[config.mk]
export PLATFORM = sky130hd
export DESIGN_NAME = bcg_gpio_frame_sync
export DESIGN_NICKNAME = d
export VERILOG_FILES = /design/src/hw/bcg_pkg.sv /design/src/hw/bcg_gpio_frame_sync.sv
export SDC_FILE = /design/constraint.sdc
export NUM_CORES = 1
export LEC_CHECK = 0
export BUFFER_PORTS_ARGS = -buffer_cell sky130_fd_sc_hd__buf_2
export CAP_MARGIN = 20
export CORE_MARGIN = 5
export CORE_UTILIZATION = 42
export DETAILED_ROUTE_END_ITERATION = 8
export PLACE_DENSITY = 0.57
export SKIP_CTS_REPAIR_TIMING = 1
export SLEW_MARGIN = 0
export SYNTH_ARGS = -nofsm -noshare
export SYNTH_HDL_FRONTEND = slang
export SYNTH_SLANG_ARGS = --single-unit
[constraint.sdc]
create_clock -name clk -period 5.84 [get_ports clk]
set_input_delay 0 -clock clk [delete_from_list [all_inputs] [get_ports clk]]
set_output_delay 0 -clock clk [all_outputs]
set_load 0.02 [all_outputs]
[src/hw/bcg_pkg.sv]
// constants shared by the back-channel pin and frame pulse block
`default_nettype none
package bcg_pkg;
  // ****************************************
  // register offsets
  // ****************************************
  localparam logic [7:0] ADDR_PIN_STATUS = 8'h0E;
  localparam logic [7:0] ADDR_INPUT_CTL  = 8'h0F;
  localparam logic [7:0] ADDR_PIN_FUNC0  = 8'h10;
  localparam logic [7:0] ADDR_FP_CTL     = 8'h18;
  localparam logic [7:0] ADDR_FP_HIGH_U  = 8'h19;
  localparam logic [7:0] ADDR_FP_HIGH_L  = 8'h1A;
  localparam logic [7:0] ADDR_FP_LOW_U   = 8'h1B;
  localparam logic [7:0] ADDR_FP_LOW_L   = 8'h1C;
  localparam logic [7:0] ADDR_PORT_SEL   = 8'h4C;
  localparam logic [7:0] ADDR_RATE       = 8'h58;
  localparam logic [7:0] ADDR_MAP_A      = 8'h6E;
  localparam logic [7:0] ADDR_MAP_B      = 8'h6F;
  localparam logic [7:0] ADDR_PULLDOWN   = 8'hBE;
  // ****************************************
  // sizes and field positions
  // ****************************************
  localparam int NUM_PINS  = 4;
  localparam int NUM_PORTS = 2;
  localparam int FP_ON_BIT    = 0;
  localparam int FP_DUTY_BIT  = 1;
  localparam int FP_START_BIT = 2;
  localparam int FP_SRC_LSB   = 4;
  localparam int PF_OE_BIT    = 0;
  localparam int PF_VAL_BIT   = 1;
  localparam int PF_FP_BIT    = 2;
  localparam int PSEL_WR_LSB  = 0;
  localparam int PSEL_RD_BIT  = 4;
  localparam logic [3:0] SRC_EXT_FIRST   = 4'h8;
  localparam logic [3:0] SRC_EXT_LAST    = 4'hB;
  localparam logic [3:0] SRC_PORT1       = 4'h1;
  localparam logic [3:0] MAP_FRAME_PULSE = 4'hA;
  localparam logic [2:0] RATE_2M5        = 3'h0;
  localparam logic [2:0] RATE_5M         = 3'h1;
  // ****************************************
  // reset values
  // ****************************************
  localparam logic [7:0] RST_REG      = 8'h00;
  localparam logic [7:0] RST_PORT_SEL = 8'h01;
  localparam logic [3:0] RST_ENABLES  = 4'hF;
  // ****************************************
  // timing
  // ****************************************
  localparam int CLK_PERIOD_NS   = 10;
  localparam int FRAME_BITS      = 30;
  localparam int BIT_TIME_2M5_NS = 400;
  localparam int BIT_TIME_5M_NS  = 200;
  localparam logic [15:0] FRAME_CYCLES_2M5 = 16'(BIT_TIME_2M5_NS * FRAME_BITS / CLK_PERIOD_NS);
  localparam logic [15:0] FRAME_CYCLES_5M  = 16'(BIT_TIME_5M_NS * FRAME_BITS / CLK_PERIOD_NS);
endpackage
`default_nettype wire

[src/hw/bcg_gpio_frame_sync.sv]
// back-channel pin routing, pin controls and frame pulse generator
`default_nettype none
module bcg_gpio_frame_sync
  import bcg_pkg::*;
(
  input  wire logic       clk,
  input  wire logic       rst_n,
  input  wire logic       regWrite,
  input  wire logic       regRead,
  input  wire logic [7:0] regAddr,
  input  wire logic [7:0] regWdata,
  input  wire logic [3:0] pinIn,
  output var  logic [7:0] regRdata,
  output var  logic       regReadValid,
  output var  logic [3:0] pinOut,
  output var  logic [3:0] pinOe,
  output var  logic [3:0] pinInputOn,
  output var  logic [3:0] pinPulldownOn,
  output var  logic [3:0] bcSignal0,
  output var  logic [3:0] bcSignal1,
  output var  logic       framePulse
);
  // ****************************************
  // pin synchroniser
  // ****************************************
  logic [3:0] pinMeta;
  logic [3:0] pinSync;
  always_ff @(posedge clk) begin
    if (!rst_n) begin
      pinMeta <= 4'h0;
      pinSync <= 4'h0;
    end else begin
      pinMeta <= pinIn;
      pinSync <= pinMeta;
    end
  end
  // a disabled input path feeds zero to the back channel, status still sees the pad
  wire logic [3:0] pinToBc = pinSync & pinInputOn;

  // ****************************************
  // registers
  // ****************************************
  logic [7:0] pinFunc [NUM_PINS];
  logic [7:0] mapA [NUM_PORTS];
  logic [7:0] mapB [NUM_PORTS];
  logic [7:0] rate [NUM_PORTS];
  logic [7:0] fpCtl;
  logic [7:0] highU;
  logic [7:0] highL;
  logic [7:0] lowU;
  logic [7:0] lowL;
  logic [7:0] portSel;
  logic [7:0] rdData;

  wire logic wrCtl   = regWrite && (regAddr == ADDR_FP_CTL);
  wire logic wrHighU = regWrite && (regAddr == ADDR_FP_HIGH_U);
  wire logic wrHighL = regWrite && (regAddr == ADDR_FP_HIGH_L);
  wire logic wrLowU  = regWrite && (regAddr == ADDR_FP_LOW_U);
  wire logic wrLowL  = regWrite && (regAddr == ADDR_FP_LOW_L);
  wire logic wrPsel  = regWrite && (regAddr == ADDR_PORT_SEL);
  wire logic wrInput = regWrite && (regAddr == ADDR_INPUT_CTL);
  wire logic wrPd    = regWrite && (regAddr == ADDR_PULLDOWN);
  wire logic wrRate  = regWrite && (regAddr == ADDR_RATE);
  wire logic rdPort  = portSel[PSEL_RD_BIT];

  always_ff @(posedge clk) begin
    if (!rst_n) begin
      fpCtl         <= RST_REG;
      highU         <= RST_REG;
      highL         <= RST_REG;
      lowU          <= RST_REG;
      lowL          <= RST_REG;
      portSel       <= RST_PORT_SEL;
      pinInputOn    <= RST_ENABLES;
      pinPulldownOn <= RST_ENABLES;
    end else begin
      if (wrCtl) fpCtl <= regWdata;
      if (wrHighU) highU <= regWdata;
      if (wrHighL) highL <= regWdata;
      if (wrLowU) lowU <= regWdata;
      if (wrLowL) lowL <= regWdata;
      if (wrPsel) portSel <= regWdata;
      // stored as enables; software writes disable bits
      if (wrInput) pinInputOn <= ~regWdata[3:0];
      if (wrPd) pinPulldownOn <= ~regWdata[3:0];
    end
  end

  // ****************************************
  // per-port registers, write mask from port select
  // ****************************************
  logic [15:0] tickCnt [NUM_PORTS];
  logic [NUM_PORTS-1:0] tick;
  genvar p;
  generate
    for (p = 0; p < NUM_PORTS; p++) begin : gPort
      wire logic sel = portSel[PSEL_WR_LSB + p];
      wire logic wrA = regWrite && sel && (regAddr == ADDR_MAP_A);
      wire logic wrB = regWrite && sel && (regAddr == ADDR_MAP_B);
      wire logic wrR = wrRate && sel;
      wire logic [15:0] period = (rate[p][2:0] == RATE_5M) ? FRAME_CYCLES_5M : FRAME_CYCLES_2M5;
      assign tick[p] = (tickCnt[p] == period - 16'h0001);
      always_ff @(posedge clk) begin
        if (!rst_n) begin
          mapA[p]    <= RST_REG;
          mapB[p]    <= RST_REG;
          rate[p]    <= RST_REG;
          tickCnt[p] <= 16'h0000;
        end else begin
          if (wrA) mapA[p] <= regWdata;
          if (wrB) mapB[p] <= regWdata;
          if (wrR) rate[p] <= regWdata;
          // a rate change may shorten the period under a running count
          if (tick[p] || tickCnt[p] >= period) tickCnt[p] <= 16'h0000;
          else tickCnt[p] <= tickCnt[p] + 16'h0001;
        end
      end
    end
  endgenerate

  // ****************************************
  // read path
  // ****************************************
  always_comb begin
    rdData = 8'h00;
    if (regAddr == ADDR_PIN_STATUS) rdData = {4'h0, pinSync};
    else if (regAddr == ADDR_INPUT_CTL) rdData = {4'h0, ~pinInputOn};
    else if (regAddr[7:2] == ADDR_PIN_FUNC0[7:2]) rdData = pinFunc[regAddr[1:0]];
    else if (regAddr == ADDR_FP_CTL) rdData = fpCtl;
    else if (regAddr == ADDR_FP_HIGH_U) rdData = highU;
    else if (regAddr == ADDR_FP_HIGH_L) rdData = highL;
    else if (regAddr == ADDR_FP_LOW_U) rdData = lowU;
    else if (regAddr == ADDR_FP_LOW_L) rdData = lowL;
    else if (regAddr == ADDR_PORT_SEL) rdData = portSel;
    else if (regAddr == ADDR_RATE) rdData = rate[rdPort];
    else if (regAddr == ADDR_MAP_A) rdData = mapA[rdPort];
    else if (regAddr == ADDR_MAP_B) rdData = mapB[rdPort];
    else if (regAddr == ADDR_PULLDOWN) rdData = {4'h0, ~pinPulldownOn};
  end

  always_ff @(posedge clk) begin
    if (!rst_n) begin
      regRdata     <= 8'h00;
      regReadValid <= 1'b0;
    end else begin
      regRdata     <= regRead ? rdData : regRdata;
      regReadValid <= regRead;
    end
  end

  // ****************************************
  // frame pulse generator
  // ****************************************
  wire logic genOn = fpCtl[FP_ON_BIT];
  wire logic [3:0] srcSel = fpCtl[FP_SRC_LSB +: 4];
  wire logic genTick = (srcSel == SRC_PORT1) ? tick[1] : tick[0];
  wire logic [15:0] highCount = {highU, highL};
  wire logic [15:0] lowCount = {lowU, lowL};
  wire logic [16:0] sumCount = {1'b0, highCount} + {1'b0, lowCount};
  wire logic [15:0] halfCount = sumCount[16:1];
  logic genOnPrev;
  logic genLevel;
  logic [15:0] phaseCnt;
  wire logic start = genOn && !genOnPrev;
  // even duty splits the programmed period in two halves
  wire logic [15:0] phaseLen = fpCtl[FP_DUTY_BIT] ? halfCount : (genLevel ? highCount : lowCount);
  // a zero count still lasts one tick
  wire logic phaseEnd = genTick && (({1'b0, phaseCnt} + 17'h00001) >= {1'b0, phaseLen});

  always_ff @(posedge clk) begin
    if (!rst_n) begin
      genOnPrev <= 1'b0;
      genLevel  <= 1'b0;
      phaseCnt  <= 16'h0000;
    end else begin
      genOnPrev <= genOn;
      if (start) begin
        genLevel <= fpCtl[FP_START_BIT];
        phaseCnt <= 16'h0000;
      end else if (genOn && phaseEnd) begin
        genLevel <= ~genLevel;
        phaseCnt <= 16'h0000;
      end else if (genOn && genTick) begin
        phaseCnt <= phaseCnt + 16'h0001;
      end
    end
  end

  wire logic extSel = !genOn && (srcSel >= SRC_EXT_FIRST) && (srcSel <= SRC_EXT_LAST);
  wire logic nextFramePulse = genOn ? genLevel : (extSel ? pinToBc[srcSel[1:0]] : 1'b0);

  // ****************************************
  // back-channel routing and pin drivers
  // ****************************************
  logic [7:0] next_bc;
  logic [7:0] bcReg;
  genvar g;
  generate
    for (g = 0; g < 8; g++) begin : gBc
      localparam int PORT = g / 4;
      localparam int SIG = g % 4;
      wire logic [7:0] mapReg = (SIG < 2) ? mapA[PORT] : mapB[PORT];
      wire logic [3:0] code = mapReg[4 * (SIG % 2) +: 4];
      assign next_bc[g] = (code == MAP_FRAME_PULSE) ? nextFramePulse :
                          (code < 4'h4) ? pinToBc[code[1:0]] : 1'b0;
    end
  endgenerate

  logic [3:0] next_pinOut;
  genvar i;
  generate
    for (i = 0; i < NUM_PINS; i++) begin : gPin
      wire logic wrF = regWrite && (regAddr == ADDR_PIN_FUNC0 + 8'(i));
      assign next_pinOut[i] = pinFunc[i][PF_FP_BIT] ? nextFramePulse : pinFunc[i][PF_VAL_BIT];
      always_ff @(posedge clk) begin
        if (!rst_n) pinFunc[i] <= RST_REG;
        else if (wrF) pinFunc[i] <= regWdata;
      end
    end
  endgenerate

  always_ff @(posedge clk) begin
    if (!rst_n) begin
      bcReg      <= 8'h00;
      framePulse <= 1'b0;
      pinOut     <= 4'h0;
      pinOe      <= 4'h0;
    end else begin
      bcReg      <= next_bc;
      framePulse <= nextFramePulse;
      pinOut     <= next_pinOut;
      pinOe      <= {pinFunc[3][PF_OE_BIT], pinFunc[2][PF_OE_BIT], pinFunc[1][PF_OE_BIT], pinFunc[0][PF_OE_BIT]};
    end
  end
  assign bcSignal0 = bcReg[3:0];
  assign bcSignal1 = bcReg[7:4];

  // ****************************************
  // assertions
  // ****************************************
  logic [15:0] sinceTick;
  logic sinceValid;
  always_ff @(posedge clk) begin
    if (!rst_n || wrRate) begin
      sinceTick  <= 16'h0000;
      sinceValid <= 1'b0;
    end else begin
      sinceTick  <= tick[0] ? 16'h0000 : sinceTick + 16'h0001;
      sinceValid <= sinceValid | tick[0];
    end
  end

  tick_period_a: assert property (@(posedge clk) disable iff (!rst_n)
    tick[0] && sinceValid && rate[0][2:0] == RATE_2M5 |-> sinceTick == FRAME_CYCLES_2M5 - 16'h0001)
    else $error("port 0 frame tick period wrong");
  start_level_a: assert property (@(posedge clk) disable iff (!rst_n)
    start && !wrCtl |=> ##1 framePulse == $past(fpCtl[FP_START_BIT], 2))
    else $error("frame pulse did not start at programmed level");
  ext_source_a: assert property (@(posedge clk) disable iff (!rst_n)
    !genOn && srcSel == SRC_EXT_FIRST |=> framePulse == $past(pinSync[0] & pinInputOn[0]))
    else $error("external frame pulse not taken from pin 0");
  route_aa_a: assert property (@(posedge clk) disable iff (!rst_n)
    mapA[0] == 8'hAA |=> bcSignal0[1:0] == {2{$past(nextFramePulse)}})
    else $error("frame pulse not routed to signals 0 and 1");
  pin_status_a: assert property (@(posedge clk) disable iff (!rst_n)
    regRead && regAddr == ADDR_PIN_STATUS |=> regReadValid && regRdata == {4'h0, $past(pinSync)})
    else $error("pin status read wrong");
  reset_enables_a: assert property (@(posedge clk)
    !rst_n |=> pinInputOn == 4'hF && pinPulldownOn == 4'hF)
    else $error("enables not set after reset");
  pd_write_a: assert property (@(posedge clk) disable iff (!rst_n)
    wrPd |=> pinPulldownOn == ~$past(regWdata[3:0]))
    else $error("pulldown disable write not taken");
  phase_hold_a: assert property (@(posedge clk) disable iff (!rst_n)
    genOn && !start && !phaseEnd && !wrCtl |=> ##1 $stable(framePulse))
    else $error("frame pulse level changed mid phase");
  gen_off_a: assert property (@(posedge clk) disable iff (!rst_n)
    fpCtl == 8'h00 |=> framePulse == 1'b0)
    else $error("frame pulse active with generator off");

  gen_toggle_c: cover property (@(posedge clk) disable iff (!rst_n) genOn ##1 $fell(genLevel));
  ext_mode_c: cover property (@(posedge clk) disable iff (!rst_n) extSel && framePulse);
  route_aa_c: cover property (@(posedge clk) disable iff (!rst_n) mapA[1] == 8'hAA && bcSignal1[0]);
endmodule
`default_nettype wire

==> run metrics <==
status complete, but fails checks; failing checks negative hold slack; drt first pass iters 5; XOR/XNOR Fraction of Synth Area 0.0362; Via density 5.50; I/O Buffers 57; Synth cell types 76; Pleak 5.41 nW; Num CTS Buffers 26; CTS sink count 221; Syn Inst Count 1208; worst skew pair latency 570 ps; largest family of logic cells by synthesized area simple AND/OR/NAND/NOR gates; Synth async-reset ratio 0; Synth Area in Adders 0.0534; Rows 62; post-synthesis simple-gate area fraction 0.205; number of nets in the layout 1374; HPWL after detailed placement 23.3 mm; Post-Syn Area 12100 um2; share of the synthesized area in the top cell type 0.278; count of final max-slew check failures 0; area leader, netlist edfxtp_1; worst min path class input pin to flop; crit-path max FO 14; fillcell total 2742; RSZ-0062 raised after global routing no; gr usage total 0.205; CTS tree built; area grow syn2layout 14.2%; Post-synth EDFFs 112; Routed Antenna Nets 0; Starting Density 0.423; Avg Cell Area, Syn 10.0 um2; hold_sp rst_n; Peak VDD IR 0.000189 V; detailed-route DRC error count 0; Critical R2R Capture phaseCnt[13]; reg-to-reg slack, setup 1370 ps; max-capacitance violation count 0; worst-case reg-to-reg path depth 17; H-tree lvl count 1; main area contributors after synthesis edfxtp_1, dfxtp_1, mux2i_1; Core Util, Final 0.483; WHS Endpoint portSel[0]; post-synthesis compound-gate area fraction 0.120; setup TNS 0 ps; hold_ws -10.7 ps; WL/cell 20.0 um; hold path depth 3; die width 180 um; final setup fails 0; Die Y 180 um; Warnings, synthesis 0; Worst R2R Start highL[0]; initial antenna violation count 1; Most used DFF post-synth edfxtp_1; CTS max path bufs 3; multiplexer area fraction after synthesis 0.0969; core area 28500 um2; Max Freq 0.223 GHz; max_slew headroom 0.359; arrival time at the worst endpoint 4950 ps; Final Hold Fails 1; Antenna diodes 0; gpl congestion 0.845; Yosys reg bits 221; first-pass GRT wire length 53.3 mm; 1st-iter DRT viols 722; largest net degree at the start of global routing 69; CP startpoint kind flop; CP Data Required Time 6320 ps; layout cells sized above 1 0.127; CP Class flop to flop; fin crit period 4470 ps; Worst setup EP type flop; Routed WL 34.1 mm; CTS Root Cell clkbuf_16; Final Skew 38.6 ps; post-synthesis sequential area ratio 0.459; Worst-path clk slew 60 ps; crit share post-route 0.766; io pins 58; Worst-Margin Slew 958 ps; PwrDens 249 nW/um2; GRT overflow 0; die footprint 32300 um2; via count 9364; vias in the first global route 9326
-- power breakdown --
part,internal (mW),switching (mW)
logic,0.0684,0.138
clock network,0.876,0.661
registers,1.67,0.0253
-- cells by family (layout without fill, tap and decap cells) --
logic type | after synthesis | count (layout)
xor gates and xnor gates | 50 | 50
buffers and inverters | 84 | 156
adders and majority gates | 51 | 51
AOI/OAI and AO/OA | 229 | 229
and+or+nand+nor | 480 | 480
other | 2 | 40
muxes | 91 | 91
DFF | 221 | 221
-- cell usage after synthesis, types with 20 or more instances --
cell and count:
nand2_1 104, nor2_1 114, nor3_1 20, a21oi_1 82, o21ai_0 50, xnor2_1 27, nand3_1 48, dfxtp_1 109
ha_1 50, xor2_1 23, mux2i_1 63, mux4_2 20, and2_1 100, edfxtp_1 112, clkbuf_1 45
-- sequential cells by signal, summed over array words and instances, names as in the netlist, 16 cells and up, named ones only --
name,cells
mapA,16
mapB,16
phaseCnt,16
pinFunc,32
rate,16
tickCnt,32
-- critical path: stages (launching register included) --
cell and delay [ps]:
dfxtp_1 350, and2_1 190, fa_1 400, a21o_1 190, a21o_1 240, a2111oi_4 380, o32ai_1 180, o311ai_1 320
and2b_1 180, xnor2_1 110, a21oi_1 90, ha_1 190, a21o_1 170, a21oi_1 140, o211ai_1 160, nor3b_2 740
and4_1 290, a31o_2 90
-- metrics by stage --
stage | cell area (um2) | worst slack [ps] | power, mW | std cells | hold WS, ps
floorplan | 12200 | 1850 | 1.84 | 1246 | 127
global placement | 12900 | 1390 | 1.93 | 1640 | 207
detailed placement | 12900 | 1370 | 1.93 | 1641 | 212
CTS | 13700 | 1340 | 3.47 | 1688 | -372
global route | 13800 | 1010 | 3.56 | 1702 | 8.32
finish | 13800 | 1370 | 3.44 | 1702 | -10.7
-- worst max path at each step --
stage	startpoint	endpoint	slack (ps)
final	highL[0]	phaseCnt[13]	1370
after floorplan	highL[0]	genLevel	1850
after CTS	highL[0]	phaseCnt[13]	1340
after detailed placement	highL[0]	phaseCnt[13]	1370
after global placement	highL[0]	phaseCnt[13]	1390
after global routing	highL[0]	phaseCnt[13]	1010
-- cell type report --
cell class | count | area, um2 | share of cell area
inverter | 20 | 75.1 | 0.00544
timing repair buffer | 89 | 548 | 0.0397
sequential | 221 | 5550 | 0.402
multi-input combinational | 941 | 6340 | 0.460
clock buffer | 39 | 739 | 0.0536
tap | 384 | 480 | 0.0348
clock inverter | 8 | 67.6 | 0.00490
-- cells in the final DEF, fill, tap and decap left out, types with 10 or more instances in the layout --
master,count
nor2_1,114
edfxtp_1,112
dfxtp_1,109
nand2_1,104
and2_1,100
a21oi_1,81
mux2i_1,63
buf_2,60
o21ai_0,50
ha_1,50
nand3_1,48
conb_1,40
xnor2_1,27
clkbuf_16,26
xor2_1,23
nor3_1,20
mux4_2,20
inv_1,19
and3_1,17
buf_4,17
o22ai_1,14
dlygate4sd3_1,12
nand4_1,10
-- metal layers --
metal  vias to the layer above  part of all wire  GRT usage
li1                       4545                 -          -
met1                      4485              0.44      0.277
met2                       262              0.47      0.340
met3                        70             0.053     0.0335
met4                         2             0.030     0.0591
met5                         -           0.00021          0
(Power assumes the default switching activity.)
